**src/rtl/swdbg_map.svh**
```systemverilog
// Constants of the single-wire debug command unit: codes, fields, counts.
// Assumes inclusion by bare name from the package and the design modules.
`ifndef SWDBG_MAP_SVH
`define SWDBG_MAP_SVH

// ----------------------------------------------------------------------
// Command codes
// ----------------------------------------------------------------------
`define SWDBG_CMD_TARGET_RESET 8'h18
`define SWDBG_CMD_HALT 8'h90
`define SWDBG_CMD_STATUS_FETCH 8'hE4
`define SWDBG_CMD_CTRL_STORE 8'hC4
`define SWDBG_CMD_MEM_FETCH 8'hE0
`define SWDBG_CMD_MEM_FETCH_FLAGGED 8'hE1
`define SWDBG_CMD_MEM_STORE 8'hC0
`define SWDBG_CMD_MEM_STORE_FLAGGED 8'hC1
`define SWDBG_CMD_MATCH_ADDR_FETCH 8'hE2
`define SWDBG_CMD_MATCH_ADDR_STORE 8'hC2
`define SWDBG_CMD_RESUME 8'h08
`define SWDBG_CMD_SINGLE_STEP 8'h10
`define SWDBG_CMD_BLOCK_FETCH 8'h80
`define SWDBG_CMD_BLOCK_STORE 8'h88

// ----------------------------------------------------------------------
// Status/control byte fields
// ----------------------------------------------------------------------
`define SWDBG_SC_HALT_PERMIT 7
`define SWDBG_SC_BDM_ACTIVE 6
`define SWDBG_SC_BKPT_ENABLE 5
`define SWDBG_SC_FORCE_TAG 4
`define SWDBG_SC_WAIT_STOP 2
`define SWDBG_SC_WAIT_STOP_FAIL 1
`define SWDBG_SC_RESET 8'h00
`define SWDBG_MATCH_RESET 16'h0000

// ----------------------------------------------------------------------
// Widths and timing
// ----------------------------------------------------------------------
`define SWDBG_ADDR_BITS 14
`define SWDBG_SOFT_RESET_CYCLES 512
`define SWDBG_SYNC_PULSE_CYCLES 128

`endif

```
**src/rtl/swdbg_pkg.sv**
```systemverilog
// Types of the single-wire debug command unit.
// Assumes swdbg_map.svh on the include path.
`include "swdbg_map.svh"

package swdbg_pkg;

  typedef enum logic [9:0] {
    SWDBG_S_CODE = 10'h001,
    SWDBG_S_ADDR_HI = 10'h002,
    SWDBG_S_ADDR_LO = 10'h004,
    SWDBG_S_WDATA = 10'h008,
    SWDBG_S_CTRL = 10'h010,
    SWDBG_S_MATCH_HI = 10'h020,
    SWDBG_S_MATCH_LO = 10'h040,
    SWDBG_S_MEM = 10'h080,
    SWDBG_S_TX = 10'h100,
    SWDBG_S_SKIP = 10'h200
  } swdbg_state_t;

  typedef struct packed {
    swdbg_state_t state;
    logic [7:0] cmd;
    logic [13:0] addr;
    logic [7:0] wdata;
    logic [7:0] rdata;
    logic [7:0] match_hi;
    logic [15:0] match_addr;
    logic halt_permit;
    logic bkpt_enable;
    logic force_tag;
    logic wsf;
    logic [15:0] tx_hold;
    logic [1:0] tx_left;
    logic tx_wait;
    logic tx_load;
    logic mem_req;
    logic mem_we;
    logic mcu_reset;
    logic halt_req;
    logic resume;
    logic step;
    logic bkpt_force;
    logic bkpt_tag;
    logic [7:0] sync_cnt;
  } swdbg_cmd_state_t;

  typedef struct packed {
    logic [7:0] rx_sh;
    logic [2:0] rx_cnt;
    logic [7:0] rx_byte;
    logic rx_stb;
    logic [7:0] tx_sh;
    logic [3:0] tx_cnt;
    logic tx_done;
    logic [9:0] idle_cnt;
    logic idle_armed;
    logic soft_reset;
  } swdbg_link_state_t;

endpackage : swdbg_pkg

```
**src/rtl/swdbg_link.sv**
```systemverilog
// Byte framing of the debug link: MSB-first shift in and out, idle watch.
// Assumes a bit-timing layer on the same clock delivers and takes bits.
`timescale 1ns/10ps
`include "swdbg_map.svh"

module swdbg_link
  import swdbg_pkg::*;
#(
  parameter int unsigned SOFT_RESET_CYCLES = `SWDBG_SOFT_RESET_CYCLES
) (
  // Clock and reset
  input wire logic i_ref_clk,
  input wire logic i_srst,
  input wire logic i_ce,
  // Host bits
  input wire logic i_rx_valid,
  input wire logic i_rx_bit,
  input wire logic i_host_fall,
  // Bytes to the command unit
  output logic [7:0] o_rx_byte,
  output logic o_rx_stb,
  output logic o_soft_reset,
  // Bytes from the command unit
  input wire logic i_tx_load,
  input wire logic [7:0] i_tx_byte,
  output logic o_tx_valid,
  output logic o_tx_bit,
  input wire logic i_tx_ready,
  output logic o_tx_done
);

  localparam logic [9:0] IDLE_LAST = 10'(SOFT_RESET_CYCLES - 1);

  swdbg_link_state_t st_reg;
  swdbg_link_state_t st_next;

  assign o_rx_byte = st_reg.rx_byte;
  assign o_rx_stb = st_reg.rx_stb;
  assign o_soft_reset = st_reg.soft_reset;
  assign o_tx_valid = (st_reg.tx_cnt != 4'h0);
  assign o_tx_bit = st_reg.tx_sh[7];
  assign o_tx_done = st_reg.tx_done;

  always_comb begin
    st_next = st_reg;
    st_next.rx_stb = 1'b0;
    st_next.tx_done = 1'b0;
    st_next.soft_reset = 1'b0;
    // ------------------------------------------------------------------
    // Receive, first bit lands in the top position
    // ------------------------------------------------------------------
    if (i_rx_valid) begin
      st_next.rx_sh = {st_reg.rx_sh[6:0], i_rx_bit};
      st_next.rx_cnt = st_reg.rx_cnt + 3'h1;
      if (st_reg.rx_cnt == 3'h7) begin
        st_next.rx_byte = {st_reg.rx_sh[6:0], i_rx_bit};
        st_next.rx_stb = 1'b1;
      end
    end
    // ------------------------------------------------------------------
    // Transmit
    // ------------------------------------------------------------------
    if (i_tx_load) begin
      st_next.tx_sh = i_tx_byte;
      st_next.tx_cnt = 4'h8;
    end else if (o_tx_valid && i_tx_ready) begin
      st_next.tx_sh = {st_reg.tx_sh[6:0], 1'b0};
      st_next.tx_cnt = st_reg.tx_cnt - 4'h1;
      st_next.tx_done = (st_reg.tx_cnt == 4'h1);
    end
    // ------------------------------------------------------------------
    // Idle watch: armed by each host falling edge, fires once
    // ------------------------------------------------------------------
    if (i_host_fall) begin
      st_next.idle_cnt = 10'h000;
      st_next.idle_armed = 1'b1;
    end else if (st_reg.idle_armed) begin
      st_next.idle_cnt = st_reg.idle_cnt + 10'h001;
      if (st_reg.idle_cnt == IDLE_LAST) begin
        st_next.idle_armed = 1'b0;
        st_next.soft_reset = 1'b1;
        // Partial bytes are dropped so the next code starts aligned
        st_next.rx_cnt = 3'h0;
        st_next.tx_cnt = 4'h0;
      end
    end
  end

  always_ff @(posedge i_ref_clk) begin
    if (i_srst) begin
      st_reg <= '0;
    end else if (i_ce) begin
      st_reg <= st_next;
    end
  end

endmodule : swdbg_link

```
**src/rtl/swdbg_cmd.sv**
```systemverilog
// Single-wire debug command unit: decodes host commands, drives memory
// and CPU requests, holds the status/control byte and breakpoint match.
// Assumes a bit-timing layer on i_ref_clk and a CPU/memory that answer
// requests with one-cycle acknowledges.
`timescale 1ns/10ps
`include "swdbg_map.svh"

module swdbg_cmd
  import swdbg_pkg::*;
#(
  parameter int unsigned SOFT_RESET_CYCLES = `SWDBG_SOFT_RESET_CYCLES,
  parameter int unsigned SYNC_PULSE_CYCLES = `SWDBG_SYNC_PULSE_CYCLES
) (
  // Clock, reset, enable
  input wire logic i_ref_clk,
  input wire logic i_srst,
  input wire logic i_ce,
  // Bit layer of the background pin
  input wire logic i_rx_valid,
  input wire logic i_rx_bit,
  input wire logic i_host_fall,
  input wire logic i_sync_req,
  output logic o_sync_pulse,
  output logic o_tx_valid,
  output logic o_tx_bit,
  input wire logic i_tx_ready,
  // Memory access
  output logic o_mem_req,
  output logic o_mem_we,
  output logic [13:0] o_mem_addr,
  output logic [7:0] o_mem_wdata,
  input wire logic i_mem_ack,
  input wire logic i_mem_fail,
  input wire logic [7:0] i_mem_rdata,
  // CPU control
  input wire logic i_cpu_halted,
  input wire logic i_cpu_wait_stop,
  output logic o_mcu_reset,
  output logic o_halt_req,
  output logic o_resume,
  output logic o_step,
  // Breakpoint
  input wire logic [13:0] i_cpu_addr,
  input wire logic i_cpu_addr_valid,
  input wire logic i_opcode_fetch,
  output logic o_bkpt_force,
  output logic o_bkpt_tag,
  // Status/control byte view
  output logic [7:0] o_status_ctrl
);

  localparam logic [7:0] SYNC_LAST = 8'(SYNC_PULSE_CYCLES);

  swdbg_cmd_state_t st_reg;
  swdbg_cmd_state_t st_next;

  logic [7:0] rx_byte;
  logic rx_stb;
  logic soft_reset;
  logic tx_done;
  logic [7:0] status_byte;
  logic addr_hit;

  // ----------------------------------------------------------------------
  // Byte framing
  // ----------------------------------------------------------------------
  swdbg_link #(
    .SOFT_RESET_CYCLES(SOFT_RESET_CYCLES)
  ) u_link (
    .i_ref_clk(i_ref_clk),
    .i_srst(i_srst),
    .i_ce(i_ce),
    .i_rx_valid(i_rx_valid),
    .i_rx_bit(i_rx_bit),
    .i_host_fall(i_host_fall),
    .o_rx_byte(rx_byte),
    .o_rx_stb(rx_stb),
    .o_soft_reset(soft_reset),
    .i_tx_load(st_reg.tx_load),
    .i_tx_byte(st_reg.tx_hold[15:8]),
    .o_tx_valid(o_tx_valid),
    .o_tx_bit(o_tx_bit),
    .i_tx_ready(i_tx_ready),
    .o_tx_done(tx_done)
  );

  // ----------------------------------------------------------------------
  // Status byte and outputs
  // ----------------------------------------------------------------------
  always_comb begin
    status_byte = 8'h00;
    status_byte[`SWDBG_SC_HALT_PERMIT] = st_reg.halt_permit;
    status_byte[`SWDBG_SC_BDM_ACTIVE] = i_cpu_halted;
    status_byte[`SWDBG_SC_BKPT_ENABLE] = st_reg.bkpt_enable;
    status_byte[`SWDBG_SC_FORCE_TAG] = st_reg.force_tag;
    status_byte[`SWDBG_SC_WAIT_STOP] = i_cpu_wait_stop;
    status_byte[`SWDBG_SC_WAIT_STOP_FAIL] = st_reg.wsf;
  end

  // Bits 15 and 14 of the match register are stored but never compared
  assign addr_hit = (i_cpu_addr == st_reg.match_addr[13:0]);

  assign o_sync_pulse = (st_reg.sync_cnt != 8'h00);
  assign o_mem_req = st_reg.mem_req;
  assign o_mem_we = st_reg.mem_we;
  assign o_mem_addr = st_reg.addr;
  assign o_mem_wdata = st_reg.wdata;
  assign o_mcu_reset = st_reg.mcu_reset;
  assign o_halt_req = st_reg.halt_req;
  assign o_resume = st_reg.resume;
  assign o_step = st_reg.step;
  assign o_bkpt_force = st_reg.bkpt_force;
  assign o_bkpt_tag = st_reg.bkpt_tag;
  assign o_status_ctrl = status_byte;

  // ----------------------------------------------------------------------
  // Command sequencer
  // ----------------------------------------------------------------------
  always_comb begin
    st_next = st_reg;
    st_next.tx_load = 1'b0;
    st_next.mcu_reset = 1'b0;
    st_next.halt_req = 1'b0;
    st_next.resume = 1'b0;
    st_next.step = 1'b0;

    // Registered compare; disabled breakpoint ignores select and match
    st_next.bkpt_force = st_reg.bkpt_enable && st_reg.force_tag
                         && i_cpu_addr_valid && addr_hit;
    st_next.bkpt_tag = st_reg.bkpt_enable && !st_reg.force_tag
                       && i_opcode_fetch && addr_hit;

    // Reference pulse, independent of the command flow
    if (i_sync_req) begin
      st_next.sync_cnt = SYNC_LAST;
    end else if (st_reg.sync_cnt != 8'h00) begin
      st_next.sync_cnt = st_reg.sync_cnt - 8'h01;
    end

    case (st_reg.state)
      SWDBG_S_CODE: begin
        if (rx_stb) begin
          st_next.cmd = rx_byte;
          case (rx_byte)
            `SWDBG_CMD_TARGET_RESET: begin
              st_next.mcu_reset = 1'b1;
            end
            `SWDBG_CMD_HALT: begin
              st_next.halt_req = st_reg.halt_permit;
            end
            `SWDBG_CMD_STATUS_FETCH: begin
              st_next.tx_hold = {status_byte, 8'h00};
              st_next.tx_left = 2'h1;
              st_next.tx_load = 1'b1;
              st_next.state = SWDBG_S_TX;
            end
            `SWDBG_CMD_CTRL_STORE: begin
              st_next.state = SWDBG_S_CTRL;
            end
            `SWDBG_CMD_MEM_FETCH, `SWDBG_CMD_MEM_FETCH_FLAGGED,
            `SWDBG_CMD_MEM_STORE, `SWDBG_CMD_MEM_STORE_FLAGGED: begin
              st_next.wsf = 1'b0;
              st_next.state = SWDBG_S_ADDR_HI;
            end
            `SWDBG_CMD_MATCH_ADDR_FETCH: begin
              st_next.tx_hold = st_reg.match_addr;
              st_next.tx_left = 2'h2;
              st_next.tx_load = 1'b1;
              st_next.state = SWDBG_S_TX;
            end
            `SWDBG_CMD_MATCH_ADDR_STORE: begin
              st_next.state = SWDBG_S_MATCH_HI;
            end
            `SWDBG_CMD_RESUME: begin
              st_next.resume = i_cpu_halted;
            end
            `SWDBG_CMD_SINGLE_STEP: begin
              st_next.step = i_cpu_halted;
            end
            `SWDBG_CMD_BLOCK_FETCH, `SWDBG_CMD_BLOCK_STORE: begin
              // Running CPU: swallow the fields until the soft reset
              st_next.state = i_cpu_halted ? SWDBG_S_ADDR_HI : SWDBG_S_SKIP;
            end
            default: begin
              st_next.state = SWDBG_S_SKIP;
            end
          endcase
        end
      end
      SWDBG_S_ADDR_HI: begin
        if (rx_stb) begin
          st_next.addr = {rx_byte[5:0], st_reg.addr[7:0]};
          st_next.state = SWDBG_S_ADDR_LO;
        end
      end
      SWDBG_S_ADDR_LO: begin
        if (rx_stb) begin
          st_next.addr = {st_reg.addr[13:8], rx_byte};
          if (st_reg.cmd == `SWDBG_CMD_MEM_FETCH
              || st_reg.cmd == `SWDBG_CMD_MEM_FETCH_FLAGGED
              || st_reg.cmd == `SWDBG_CMD_BLOCK_FETCH) begin
            // Fetch codes start the access now, ahead of the host delay
            st_next.mem_req = 1'b1;
            st_next.mem_we = 1'b0;
            st_next.state = SWDBG_S_MEM;
          end else begin
            st_next.state = SWDBG_S_WDATA;
          end
        end
      end
      SWDBG_S_WDATA: begin
        if (rx_stb) begin
          st_next.wdata = rx_byte;
          st_next.mem_req = 1'b1;
          st_next.mem_we = 1'b1;
          st_next.state = SWDBG_S_MEM;
        end
      end
      SWDBG_S_CTRL: begin
        if (rx_stb) begin
          st_next.bkpt_enable = rx_byte[`SWDBG_SC_BKPT_ENABLE];
          st_next.force_tag = rx_byte[`SWDBG_SC_FORCE_TAG];
          // Permit bit frozen while halted to avoid a self-forbidding halt
          if (!i_cpu_halted) begin
            st_next.halt_permit = rx_byte[`SWDBG_SC_HALT_PERMIT];
          end
          st_next.state = SWDBG_S_CODE;
        end
      end
      SWDBG_S_MATCH_HI: begin
        if (rx_stb) begin
          st_next.match_hi = rx_byte;
          st_next.state = SWDBG_S_MATCH_LO;
        end
      end
      SWDBG_S_MATCH_LO: begin
        if (rx_stb) begin
          st_next.match_addr = {st_reg.match_hi, rx_byte};
          st_next.state = SWDBG_S_CODE;
        end
      end
      SWDBG_S_MEM: begin
        if (i_mem_ack) begin
          st_next.mem_req = 1'b0;
          st_next.rdata = i_mem_rdata;
          st_next.wsf = st_reg.wsf | i_mem_fail;
          case (st_reg.cmd)
            `SWDBG_CMD_MEM_FETCH, `SWDBG_CMD_BLOCK_FETCH: begin
              st_next.tx_hold = {i_mem_rdata, 8'h00};
              st_next.tx_left = 2'h1;
              st_next.tx_load = 1'b1;
              st_next.state = SWDBG_S_TX;
            end
            `SWDBG_CMD_MEM_FETCH_FLAGGED: begin
              st_next.tx_hold = {status_byte, i_mem_rdata};
              st_next.tx_hold[8 + `SWDBG_SC_WAIT_STOP_FAIL] =
                st_reg.wsf | i_mem_fail;
              st_next.tx_left = 2'h2;
              st_next.tx_load = 1'b1;
              st_next.state = SWDBG_S_TX;
            end
            `SWDBG_CMD_MEM_STORE_FLAGGED: begin
              st_next.tx_hold = {status_byte, 8'h00};
              st_next.tx_hold[8 + `SWDBG_SC_WAIT_STOP_FAIL] =
                st_reg.wsf | i_mem_fail;
              st_next.tx_left = 2'h1;
              st_next.tx_load = 1'b1;
              st_next.state = SWDBG_S_TX;
            end
            `SWDBG_CMD_BLOCK_STORE: begin
              st_next.addr = st_reg.addr + 14'h0001;
              st_next.state = SWDBG_S_WDATA;
            end
            default: begin
              st_next.state = SWDBG_S_CODE;
            end
          endcase
        end
      end
      SWDBG_S_TX: begin
        if (tx_done) begin
          st_next.tx_hold = {st_reg.tx_hold[7:0], 8'h00};
          st_next.tx_left = st_reg.tx_left - 2'h1;
          if (st_reg.tx_left == 2'h2) begin
            st_next.tx_load = 1'b1;
          end else if (st_reg.cmd == `SWDBG_CMD_BLOCK_FETCH) begin
            st_next.addr = st_reg.addr + 14'h0001;
            st_next.mem_req = 1'b1;
            st_next.mem_we = 1'b0;
            st_next.state = SWDBG_S_MEM;
          end else begin
            st_next.state = SWDBG_S_CODE;
          end
        end
      end
      SWDBG_S_SKIP: begin
        st_next.state = SWDBG_S_SKIP;
      end
      default: begin
        st_next.state = SWDBG_S_CODE;
      end
    endcase

    // Soft reset ends any command, including the endless block ones
    if (soft_reset) begin
      st_next.state = SWDBG_S_CODE;
      st_next.mem_req = 1'b0;
      st_next.tx_left = 2'h0;
      st_next.tx_load = 1'b0;
    end
  end

  always_ff @(posedge i_ref_clk) begin
    if (i_srst) begin
      st_reg <= '0;
      st_reg.state <= SWDBG_S_CODE;
      st_reg.match_addr <= `SWDBG_MATCH_RESET;
    end else if (i_ce) begin
      st_reg <= st_next;
    end
  end

endmodule : swdbg_cmd

```
**config.mk**
```make
export PLATFORM = sky130hd
export DESIGN_NAME = swdbg_cmd
export DESIGN_NICKNAME = d
export VERILOG_FILES = /design/src/rtl/swdbg_pkg.sv /design/src/rtl/swdbg_link.sv /design/src/rtl/swdbg_cmd.sv
export VERILOG_INCLUDE_DIRS = /design/src /design/src/rtl
export SDC_FILE = /design/constraint.sdc
export NUM_CORES = 1
export LEC_CHECK = 0
export ABC_AREA = 1
export BUFFER_PORTS_ARGS = -buffer_cell sky130_fd_sc_hd__buf_2
export CORE_MARGIN = 3
export CORE_UTILIZATION = 40
export CTS_BUF_LIST = sky130_fd_sc_hd__clkbuf_2
export DETAILED_ROUTE_END_ITERATION = 16
export PLACE_DENSITY_LB_ADDON = 0.3
export SYNTH_ARGS = -nofsm -noshare
export SYNTH_HDL_FRONTEND = slang
export SYNTH_SLANG_ARGS = --single-unit
```
**constraint.sdc**
```tcl
create_clock -name i_ref_clk -period 3.2 [get_ports i_ref_clk]
set_input_delay 0 -clock i_ref_clk [delete_from_list [all_inputs] [get_ports i_ref_clk]]
set_output_delay 0 -clock i_ref_clk [all_outputs]
set_load 0.1 [all_outputs]
```
==> tab_implementation.tex, run 1 <==
\begin{tabular}{lr}
\hline
Metric & Value \\
\hline
\multicolumn{2}{l}{\textbf{Die}} \\
\quad Die footprint & 22800 sq um \\
\quad Die H & 151 um \\
\quad Initial core utilization & 41.2\% \\
\quad Width of the die & 151 um \\
\quad I/O pins & 77 \\
\quad Row cnt & 52 \\
\quad Core outline area & 20400 sq um \\
\multicolumn{2}{l}{\textbf{Finish}} \\
\quad Net count reported at finish & 1370 \\
\quad Leading cell type in the layout, fill and taps excluded & nand2\_1 \\
\quad Share of post-route cells with drive strength above 1 & 13.6\% \\
\quad Final-layout fill cell count & 2179 \\
\quad Max reg flops & 69 \\
\quad Signed area change from the synthesized netlist to the final layout & 11.1\% \\
\quad Register cell area after layout & 2940 sq um \\
\quad Area occupied by multi-input gates & 4450 sq um \\
\quad Commonest non-fill, non-tap cells in the layout & nand2\_1, nor2\_1, dfxtp\_1, inv\_1, o21ai\_0 \\
\multicolumn{2}{l}{\textbf{Global route}} \\
\quad GRT Total Usage & 21.2\% \\
\quad Global-route wire length before repair & 38600 um \\
\quad Number of global-route vias before repair & 7556 \\
\quad Number of antenna violations at the first check in global routing & 1 \\
\quad Maximum number of pins on one net before global-route repair & 71 \\
\quad Total grt overflow & 0 \\
\multicolumn{2}{l}{\textbf{STA}} \\
\quad Final cycle utilization of the critical path & 88.7\% \\
\quad Final hold violation count & 0 \\
\quad Skew final & 0.0522 ns \\
\quad Final max-slew violation count & 0 \\
\quad Setup TNS & 0 ns \\
\quad Setup violation total in the final timing report & 0 \\
\quad RSZ-0062 raised after global routing & false \\
\quad Period minus WS final & 2.84 ns \\
\quad Slew margin rel. & 42.6\% \\
\quad Tightest Pin Transition & 0.861 ns \\
\quad Max Clk Rate & 352 MHz \\
\multicolumn{2}{l}{\textbf{Drt}} \\
\quad Remaining antenna violation count after routing & 0 \\
\quad Post-DR wirelength/cell & 14.9 um \\
\quad Residual DRC count & 0 \\
\quad Via density per instance & 5.11 \\
\quad DR iter-0 viols & 751 \\
\quad Via Count & 8229 \\
\quad Iteration count of the initial detailed-routing pass & 5 \\
\quad Routed WL & 24000 um \\
\multicolumn{2}{l}{\textbf{CTS}} \\
\quad Number of resized instances in the post-cts repair step & 0 \\
\quad Clk root buf & clkbuf\_2 \\
\quad CTS clock-pin slew for the worst setup and hold paths & 0.29 ns \\
\quad Clock insertion delay at the later pin of the skew report & 0.77 ns \\
\quad CTS tree & yes \\
\quad Number of CTS-inserted buffers & 17 \\
\quad Maximum count of clock buffers along a single path & 2 \\
\quad Number of sinks handled by clock tree synthesis & 147 \\
\quad Number of levels in the clock H-tree & 4 \\
\multicolumn{2}{l}{\textbf{Critical path}} \\
\quad Crit path arrival time & 3.54 ns \\
\quad Element type at the critical path end & flip-flop \\
\quad Kind of critical path & flip-flop to flip-flop \\
\quad Highest fanout seen on the critical path & 8 \\
\quad WP data required & 3.91 ns \\
\quad Startpoint type of the worst setup path & flip-flop \\
\multicolumn{2}{l}{\textbf{Hold path}} \\
\quad Tightest Hold Check Type & primary input to flip-flop \\
\multicolumn{2}{l}{\textbf{Synthesis}} \\
\quad Number of enable-type register cells in the synthesized netlist & 0 \\
\quad Area of the mapped netlist & 8420 sq um \\
\quad Synthesized netlist cell count & 1261 \\
\quad Number of different library cells in the post-synthesis netlist & 50 \\
\quad Syn. warnings & 0 \\
\quad Fraction of synthesis flops using an asynchronous set or reset pin & 0\% \\
\quad Count of state elements after synthesis & 147 \\
\quad Average size of a mapped cell & 6.68 sq um \\
\quad Main synth FF type & dfxtp\_1 \\
\quad Share of synthesized area occupied by flip-flops and latches & 35.0\% \\
\multicolumn{2}{l}{\textbf{Power and ir drop}} \\
\quad Maximum ir drop on the vdd rail & 233 uV \\
\quad Leak & 0.00406 uW \\
\quad Power density cells & 513 nW/um\^{}2 \\
\quad Total Power Consumption & 4790 uW \\
\multicolumn{2}{l}{\textbf{Place}} \\
\quad Port-buffer cells & 74 \\
\quad Placer congestion estimate & 0.909 \\
\quad Post-DP HPWL & 17400 um \\
\multicolumn{2}{l}{\textbf{Outcome}} \\
\quad Result of the run & finished clean \\
\multicolumn{2}{l}{\textbf{Run}} \\
\quad Count of maximum capacitance violations & 0 \\
\hline
\end{tabular}
[final timing paths]
kind / slack (ns) / from / endpoint / cells after the start
setup / recovery: 0.36 / u_link.o_rx_byte[6]$_SDFFE_PP0P_ / o_status_ctrl[1]$_SDFFE_PP0P_ / 10
hold / removal: 0.09 / i_cpu_halted / o_step$_SDFFE_PP0P_ / 4
setup reg to reg: 0.36 / u_link.o_rx_byte[6]$_SDFFE_PP0P_ / o_status_ctrl[1]$_SDFFE_PP0P_ / 10
hold reg to reg: 0.46 / o_mem_wdata[7]$_SDFFE_PP0P_ / o_mem_wdata[7]$_SDFFE_PP0P_ / 2
[routing by layer]
metal | routed length (um) | track usage, % | vias up | share of wire, %
met4 | 431 | 5.80 | 0 | 1.8
met1 | 11100 | 29.1 | 3785 | 46
met2 | 11100 | 34.2 | 210 | 46
li1 | - | - | 4200 | -
met5 | 0 | 0 | - | 0
met3 | 1280 | 4.31 | 34 | 5.3
[synthesized netlist by cell type, drive strengths merged (8+ instances only)]
| cell | count | area share, % |
|---|---|---|
| inv | 150 | 6.8 |
| nor3 | 12 | 0.98 |
| xnor2 | 9 | 0.94 |
| a21oi | 99 | 6.2 |
| nor2 | 186 | 9.5 |
| nand3 | 80 | 5.1 |
| a211oi | 14 | 1.2 |
| nand2 | 291 | 14 |
| nand4 | 27 | 2.0 |
| ha | 8 | 1.2 |
| a31oi | 9 | 0.67 |
| o21ai | 113 | 6.7 |
| buf | 48 | 4.3 |
| clkbuf | 21 | 0.94 |
| dfxtp | 147 | 35 |
[what timing repair did]
item | CTS | global route
hold buffers | 34 | 0
hold endpoints to repair | 109 | 0
setup buffers | 0 | 0
[cell families after synthesis]
family | count (synthesis) | synth area share, %
buffers and inverters | 224 | 12.3
flip-flops | 147 | 35.0
other | 1 | 0.0445
adder cells (fa/ha/maj) | 8 | 1.19
AND/OR/NAND/NOR | 611 | 33.3
AO/OA/AOI/OAI | 255 | 16.6
XOR/XNOR | 15 | 1.56
[report_power, final]
group / leakage [uW] / switching (uW) / total [uW] / internal (uW)
Combinational: 0.00271 / 1110 / 1520 / 410
Clock: 0.000162 / 809 / 1210 / 402
Sequential: 0.00119 / 116 / 2060 / 1940
Total: 0.00406 / 2040 / 4790 / 2760
[through the flow]
| step | setup slack, ns | instance area [sq um] | hold WS, ns | cells | util (%) |
|---|---|---|---|---|---|
| 2_1_floorplan | 0.841 | 8420 | 0.160 | 1262 | - |
| 3_3_place_gp | 1.01 | 8730 | 0.284 | 1543 | 42.8 |
| 3_5_place_dp | 0.993 | 8730 | 0.291 | 1543 | 42.8 |
| 4_1_cts | 0.431 | 9350 | 0.0382 | 1609 | 45.8 |
| 5_1_grt | 0.187 | 9350 | 0.0167 | 1610 | 45.8 |
| 6_report | 0.363 | 9350 | 0.0918 | 1610 | 45.8 |
[layout make-up]
cell class                 count  share of cell area, %
inverter                     155                   6.33
sequential                   147                   31.5
tap                          270                   3.61
antenna                        1                 0.0268
clock buffer                  17                  0.910
multi-input combinational    891                   47.6
timing repair buffer         114                   8.08
clock inverter                15                   2.02
[worst max-delay path, cell delays in order (launching register included)]
cell           delay (ns)
dfxtp_1              0.64
nand2_1              0.13
inv_1                0.09
nand2_1              0.06
nor2_1               0.22
nand2_1              0.08
a21oi_1              0.19
nand3_1              0.09
dlygate4sd3_1        0.57
a21oi_1              0.14
dlygate4sd3_1        0.56
No activity file was read; power rests on OpenSTA's default activity.
==> inputs of run 2 (changes only) <==
CTS_CLUSTER_DIAMETER = 120   (was unset)
PLACE_DENSITY_LB_ADDON = unset   (was 0.3)
RECOVER_POWER = 100   (was unset)
==> run 2 against run 1 <==
Net effect: global-route usage is 0.52 points higher; combinational power is 3% lower; die area stayed put; sequential power hardly changed; sequential share of layout area is 0.60 points higher; register-to-register slack worse by 0.07 ns; maximum frequency is 2.3% lower; cell area is 1.9% lower; critical path type unchanged; critical endpoint unchanged.
==> tab_implementation.tex, run 2 (synthesized netlist as in run 1, its figures left out) <==
\begin{tabular}{lr}
\hline
Metric & Value \\
\hline
\multicolumn{2}{l}{\textbf{Finish}} \\
\quad Commonest non-fill, non-tap cells in the layout & nand2\_1, nor2\_1, dfxtp\_1, inv\_1, o21ai\_0 \\
\quad Final-layout fill cell count & 2192 \\
\quad Share of post-route cells with drive strength above 1 & 8.89\% \\
\quad Leading cell type in the layout, fill and taps excluded & nand2\_1 \\
\quad Net count reported at finish & 1370 \\
\quad Final instance count without filler cells & 1610 \\
\quad Max reg flops & 69 \\
\quad Signed area change from the synthesized netlist to the final layout & 8.99\% \\
\multicolumn{2}{l}{\textbf{Drt}} \\
\quad DR iter-0 viols & 700 \\
\quad Residual DRC count & 0 \\
\quad Post-DR wirelength/cell & 15.2 um \\
\quad Via Count & 8291 \\
\quad Remaining antenna violation count after routing & 0 \\
\quad Iteration count of the initial detailed-routing pass & 5 \\
\quad Routed WL & 24500 um \\
\quad Via density per instance & 5.15 \\
\multicolumn{2}{l}{\textbf{Critical path}} \\
\quad Slowest cell on the critical path & dlygate4sd3\_1 \\
\quad Critical path origin & st\_reg[106]\$\_SDFFE\_PP0P\_ \\
\quad WP data required & 3.87 ns \\
\quad Kind of critical path & flip-flop to flip-flop \\
\quad Ordered cell list for the critical path & nor2\_1 > nand2\_4 > nor2\_1 > a21oi\_1 > nand3\_1 > dlygate4sd3\_1 > a21oi\_1 > dlygate4sd3\_1 \\
\quad Element type at the critical path end & flip-flop \\
\quad Launch instance of the worst register-to-register path & st\_reg[106]\$\_SDFFE\_PP0P\_ \\
\quad Startpoint type of the worst setup path & flip-flop \\
\quad Crit path arrival time & 3.57 ns \\
\quad Highest fanout seen on the critical path & 7 \\
\quad Worst Setup EP & o\_status\_ctrl[1]\$\_SDFFE\_PP0P\_ \\
\quad Cells on worst reg2reg path & 8 \\
\quad Worst Path Buf+Inv & 2 \\
\quad Cell type group with the largest total delay on the critical path & buffers and inverters \\
\quad Critical register-to-register path endpoint & o\_status\_ctrl[1]\$\_SDFFE\_PP0P\_ \\
\quad Worst reg2reg setup slack & 0.30 ns \\
\quad Critical path depth in cells & 8 \\
\quad Slowest cell delay on critical path & 0.57 ns \\
\multicolumn{2}{l}{\textbf{STA}} \\
\quad Slew margin rel. & 6.60\% \\
\quad Final hold violation count & 0 \\
\quad Setup violation total in the final timing report & 0 \\
\quad Skew final & 0.0278 ns \\
\quad Final cycle utilization of the critical path & 90.7\% \\
\quad Tightest Pin Transition & 1.40 ns \\
\quad Setup TNS & 0 ns \\
\quad Final max-slew violation count & 0 \\
\quad Period minus WS final & 2.90 ns \\
\quad RSZ-0062 raised after global routing & false \\
\quad Max Clk Rate & 344 MHz \\
\multicolumn{2}{l}{\textbf{CTS}} \\
\quad Number of CTS-inserted buffers & 17 \\
\quad Clock insertion delay at the later pin of the skew report & 0.75 ns \\
\quad Number of sinks handled by clock tree synthesis & 147 \\
\quad Maximum count of clock buffers along a single path & 2 \\
\quad Clk root buf & clkbuf\_2 \\
\quad CTS tree & yes \\
\quad CTS clock-pin slew for the worst setup and hold paths & 0.24 ns \\
\quad Number of levels in the clock H-tree & 4 \\
\quad Number of resized instances in the post-cts repair step & 0 \\
\multicolumn{2}{l}{\textbf{Die}} \\
\quad Row cnt & 52 \\
\quad Die footprint & 22800 sq um \\
\quad Die H & 151 um \\
\quad Width of the die & 151 um \\
\quad Initial core utilization & 41.2\% \\
\quad I/O pins & 77 \\
\quad Core outline area & 20400 sq um \\
\multicolumn{2}{l}{\textbf{Place}} \\
\quad Number of cells in the design after placement & 1543 \\
\quad Port-buffer cells & 74 \\
\quad Post-DP HPWL & 17800 um \\
\quad Placer congestion estimate & 0.929 \\
\multicolumn{2}{l}{\textbf{Hold path}} \\
\quad Tightest Hold Check Type & primary input to flip-flop \\
\multicolumn{2}{l}{\textbf{Power and ir drop}} \\
\quad Leak & 0.00383 uW \\
\quad Power density cells & 499 nW/um\^{}2 \\
\quad Maximum ir drop on the vdd rail & 186 uV \\
\quad Total Power Consumption & 4580 uW \\
\multicolumn{2}{l}{\textbf{Global route}} \\
\quad Number of global-route vias before repair & 7514 \\
\quad GRT Total Usage & 21.8\% \\
\quad Global-route wire length before repair & 39200 um \\
\quad Maximum number of pins on one net before global-route repair & 65 \\
\quad Total grt overflow & 0 \\
\quad Number of antenna violations at the first check in global routing & 1 \\
\multicolumn{2}{l}{\textbf{Outcome}} \\
\quad Result of the run & finished clean \\
\multicolumn{2}{l}{\textbf{Run}} \\
\quad Count of maximum capacitance violations & 0 \\
\hline
\end{tabular}
-- run 2: area by class of cell --
class | count | area, sq um | area share [%]
antenna | 1 | 2.50 | 0.0273
clock buffer | 19 | 95.1 | 1.04
clock inverter | 13 | 126 | 1.38
inverter | 155 | 591 | 6.44
multi-input combinational | 891 | 4380 | 47.7
sequential | 147 | 2940 | 32.1
tap | 270 | 338 | 3.68
timing repair buffer | 114 | 702 | 7.65
-- run 2: metrics by stage --
step           util (%)  instance area, sq um  hold WS [ns]  worst slack (ns)
2_1_floorplan         -                  8420         0.160             0.841
3_3_place_gp       42.8                  8750         0.285             0.971
3_5_place_dp       42.8                  8750         0.297             0.965
4_1_cts            45.6                  9310        0.0434             0.414
5_1_grt            44.9                  9180        0.0560             0.177
6_report           44.9                  9180        0.0845             0.297
-- run 2: what timing repair did --
| item | CTS | global route |
|---|---|---|
| setup buffers | 0 | 0 |
| hold buffers | 34 | 0 |
| hold endpoints to repair | 123 | 0 |
-- run 2: how the worst min path moves through the flow --
stage / from / endpoint / slack, ns / cells after the start
finish: i_rx_bit / u_link.o_rx_byte[0]$_SDFFE_PP0P_ / 0.08 / 4
detailed placement: i_opcode_fetch / o_bkpt_tag$_SDFFE_PP0P_ / 0.30 / 3
global placement: i_opcode_fetch / o_bkpt_tag$_SDFFE_PP0P_ / 0.28 / 3
floorplan: i_cpu_halted / o_resume$_SDFFE_PP0P_ / 0.16 / 2
global route: i_host_fall / u_link.st_reg[1]$_SDFFE_PP0P_ / 0.06 / 4
CTS: i_rx_bit / u_link.o_rx_byte[0]$_SDFFE_PP0P_ / 0.04 / 4
-- run 2: power breakdown --
part           total [uW]  switching (uW)  internal, uW
Clock                1050             749           297
Sequential           2060             114          1940
Combinational        1480            1090           387
-- run 2: worst reg2reg max path: cells and delay by family (launching register included) --
family / cells / cell delay [ns]
AOI/OAI and AO/OA: 2 / 0.25
DFF: 1 / 0.40
buffers and inverters: 2 / 1.12
and+or+nand+nor: 4 / 1.07
-- run 2: routing by layer --
metal | share of wire [%] | GRT usage (%)
met2 | 46 | 34.6
met3 | 4.8 | 3.80
met1 | 47 | 30.1
met5 | 0 | 0
met4 | 2.0 | 6.84
==> inputs of run 3 (changes only) <==
RECOVER_POWER = unset   (was 100)
SLEW_MARGIN = 30   (was unset)
==> run 3 against run 2 <==
Net effect: non-clock buffer count stayed put; routed wire length rose by 0.26%; global-route usage unchanged; sequential power about the same; via count grew 0.80%; critical path depth is 2 higher; power up 1.3%; clock skew grew 0.013 ns; die area did not move; clock power about the same; largest power group unchanged.
==> tab_implementation.tex, run 3 (synthesized netlist as in run 1, its figures left out) <==
\begin{tabular}{lr}
\hline
Metric & Value \\
\hline
\multicolumn{2}{l}{\textbf{Outcome}} \\
\quad Result of the run & finished clean \\
\multicolumn{2}{l}{\textbf{Run}} \\
\quad Count of maximum capacitance violations & 0 \\
\multicolumn{2}{l}{\textbf{CTS}} \\
\quad Maximum count of clock buffers along a single path & 2 \\
\quad Number of CTS-inserted buffers & 17 \\
\quad CTS clock-pin slew for the worst setup and hold paths & 0.23 ns \\
\quad Clk root buf & clkbuf\_2 \\
\quad Number of levels in the clock H-tree & 4 \\
\quad Number of sinks handled by clock tree synthesis & 147 \\
\quad CTS tree & yes \\
\quad Clock insertion delay at the later pin of the skew report & 0.76 ns \\
\multicolumn{2}{l}{\textbf{Critical path}} \\
\quad Kind of critical path & flip-flop to flip-flop \\
\quad Startpoint type of the worst setup path & flip-flop \\
\quad Crit path arrival time & 3.54 ns \\
\quad Cells on worst reg2reg path & 10 \\
\quad Launch instance of the worst register-to-register path & u\_link.o\_rx\_byte[6]\$\_SDFFE\_PP0P\_ \\
\quad Element type at the critical path end & flip-flop \\
\quad Highest fanout seen on the critical path & 8 \\
\quad Worst reg2reg setup slack & 0.38 ns \\
\quad Critical register-to-register path endpoint & o\_status\_ctrl[1]\$\_SDFFE\_PP0P\_ \\
\quad WP data required & 3.92 ns \\
\multicolumn{2}{l}{\textbf{Drt}} \\
\quad Via Count & 8357 \\
\quad Remaining antenna violation count after routing & 0 \\
\quad Residual DRC count & 0 \\
\quad DR iter-0 viols & 681 \\
\quad Routed WL & 24500 um \\
\quad Iteration count of the initial detailed-routing pass & 5 \\
\quad Post-DR wirelength/cell & 15.2 um \\
\quad Via density per instance & 5.19 \\
\multicolumn{2}{l}{\textbf{Finish}} \\
\quad Final-layout fill cell count & 2157 \\
\quad Commonest non-fill, non-tap cells in the layout & nand2\_1, nor2\_1, dfxtp\_1, inv\_1, o21ai\_0 \\
\quad Signed area change from the synthesized netlist to the final layout & 10.6\% \\
\quad Finished layout cell area & 9310 sq um \\
\quad Leading cell type in the layout, fill and taps excluded & nand2\_1 \\
\quad Net count reported at finish & 1370 \\
\quad Max reg flops & 69 \\
\quad Share of post-route cells with drive strength above 1 & 13.6\% \\
\quad Final instance count without filler cells & 1611 \\
\multicolumn{2}{l}{\textbf{Die}} \\
\quad Initial core utilization & 41.2\% \\
\quad Die footprint & 22800 sq um \\
\quad I/O pins & 77 \\
\quad Core outline area & 20400 sq um \\
\quad Row cnt & 52 \\
\quad Width of the die & 151 um \\
\quad Die H & 151 um \\
\multicolumn{2}{l}{\textbf{Global route}} \\
\quad Total grt overflow & 0 \\
\quad Number of global-route vias before repair & 7514 \\
\quad Global-route wire length before repair & 39200 um \\
\quad GRT Total Usage & 21.8\% \\
\quad Maximum number of pins on one net before global-route repair & 65 \\
\quad Number of antenna violations at the first check in global routing & 1 \\
\multicolumn{2}{l}{\textbf{Place}} \\
\quad Cell area reported after detailed placement & 8750 sq um \\
\quad Placer congestion estimate & 0.929 \\
\quad Placement Setup Slack & 0.965 ns \\
\quad Number of cells in the design after placement & 1543 \\
\quad Post-DP HPWL & 17800 um \\
\quad Port-buffer cells & 74 \\
\multicolumn{2}{l}{\textbf{STA}} \\
\quad Tightest Pin Transition & 0.876 ns \\
\quad Final hold violation count & 0 \\
\quad Setup violation total in the final timing report & 0 \\
\quad PnR worst setup slack & 0.383 ns \\
\quad Final cycle utilization of the critical path & 88.0\% \\
\quad Period minus WS final & 2.82 ns \\
\quad RSZ-0062 raised after global routing & false \\
\quad Skew final & 0.0404 ns \\
\quad Slew margin rel. & 41.6\% \\
\quad Max Clk Rate & 355 MHz \\
\quad Final max-slew violation count & 0 \\
\quad Setup TNS & 0 ns \\
\multicolumn{2}{l}{\textbf{Power and ir drop}} \\
\quad Leak & 0.00403 uW \\
\quad Maximum ir drop on the vdd rail & 185 uV \\
\quad Power density cells & 498 nW/um\^{}2 \\
\multicolumn{2}{l}{\textbf{Hold path}} \\
\quad Worst Hold End & u\_link.o\_rx\_byte[0]\$\_SDFFE\_PP0P\_ \\
\quad Number of cells on the worst hold path & 4 \\
\quad Startpoint of the tightest hold check path & i\_rx\_bit \\
\quad Tightest Hold Check Type & primary input to flip-flop \\
\hline
\end{tabular}
## run 3: cell types whose count changed in the layout (fill, tap and decap cells not counted), sizes merged
cell,change
buf,+45
clkbuf,-45
clkinvlp,-1
diode,+1
inv,+1
## run 3: per-stage QoR
step	total power (uW)	hold WS, ns	utilization, %
floorplan	3330	0.160	-
global placement	3580	0.285	42.8
detailed placement	3580	0.297	42.8
CTS	4650	0.0434	45.6
global route	4930	0.0549	45.6
finish	4640	0.0942	45.6
## run 3: area by class of cell
class,count,area [sq um],area share [%]
flip-flops and latches,147,2940,31.6
inverters,155,592,6.35
multi-input cells,891,4450,47.7
clock inverters,13,126,1.36
repair buffers,114,768,8.25
clock buffers,19,95.1,1.02
well taps,270,338,3.63
diodes,2,5.00,0.0537
## run 3: critical path, stage by stage, from the launching register on
cell and delay [ns]:
dfxtp_1 0.66, nand2_1 0.14, inv_1 0.11, nand2_1 0.05, nor2_1 0.20, nand2_1 0.08
a21oi_1 0.22, nand3_1 0.09, dlygate4sd3_1 0.56, a21oi_1 0.13, dlygate4sd3_1 0.55
## run 3: where the power goes
group | total, uW | switching (uW) | internal [uW]
logic | 1540 | 1120 | 415
registers | 2060 | 115 | 1940
clock network | 1050 | 749 | 297
total | 4640 | 1990 | 2650
## run 3: worst max path at each step
stage | startpoint | endpoint | cells past startpoint
finish | u_link.o_rx_byte[6]$_SDFFE_PP0P_ | o_status_ctrl[1]$_SDFFE_PP0P_ | 10
global route | u_link.o_rx_byte[6]$_SDFFE_PP0P_ | o_status_ctrl[1]$_SDFFE_PP0P_ | 10
CTS | u_link.o_rx_byte[6]$_SDFFE_PP0P_ | o_status_ctrl[1]$_SDFFE_PP0P_ | 10
detailed placement | st_reg[111]$_SDFFE_PP0P_ | st_reg[34]$_SDFFE_PP0P_ | 10
global placement | st_reg[106]$_SDFFE_PP0P_ | o_mem_wdata[1]$_SDFFE_PP0P_ | 6
floorplan | st_reg[0]$_SDFFE_PP0P_ | st_reg[4]$_SDFFE_PP0P_ | 10
## run 3: what timing repair did
action                    4_1_cts  5_1_grt
hold buffers                   34        0
hold endpoints to repair      123        0
setup buffers                   0        0
gates resized for setup         0        0
## run 3: per-layer routing
metal  vias up  GRT usage, %  part of all wire (%)
met5         -             0                     0
met4         0          6.84                   2.2
met3        42          3.80                   4.9
met2       230          34.6                    46
met1      3880          30.1                    47
li1       4205             -                     -
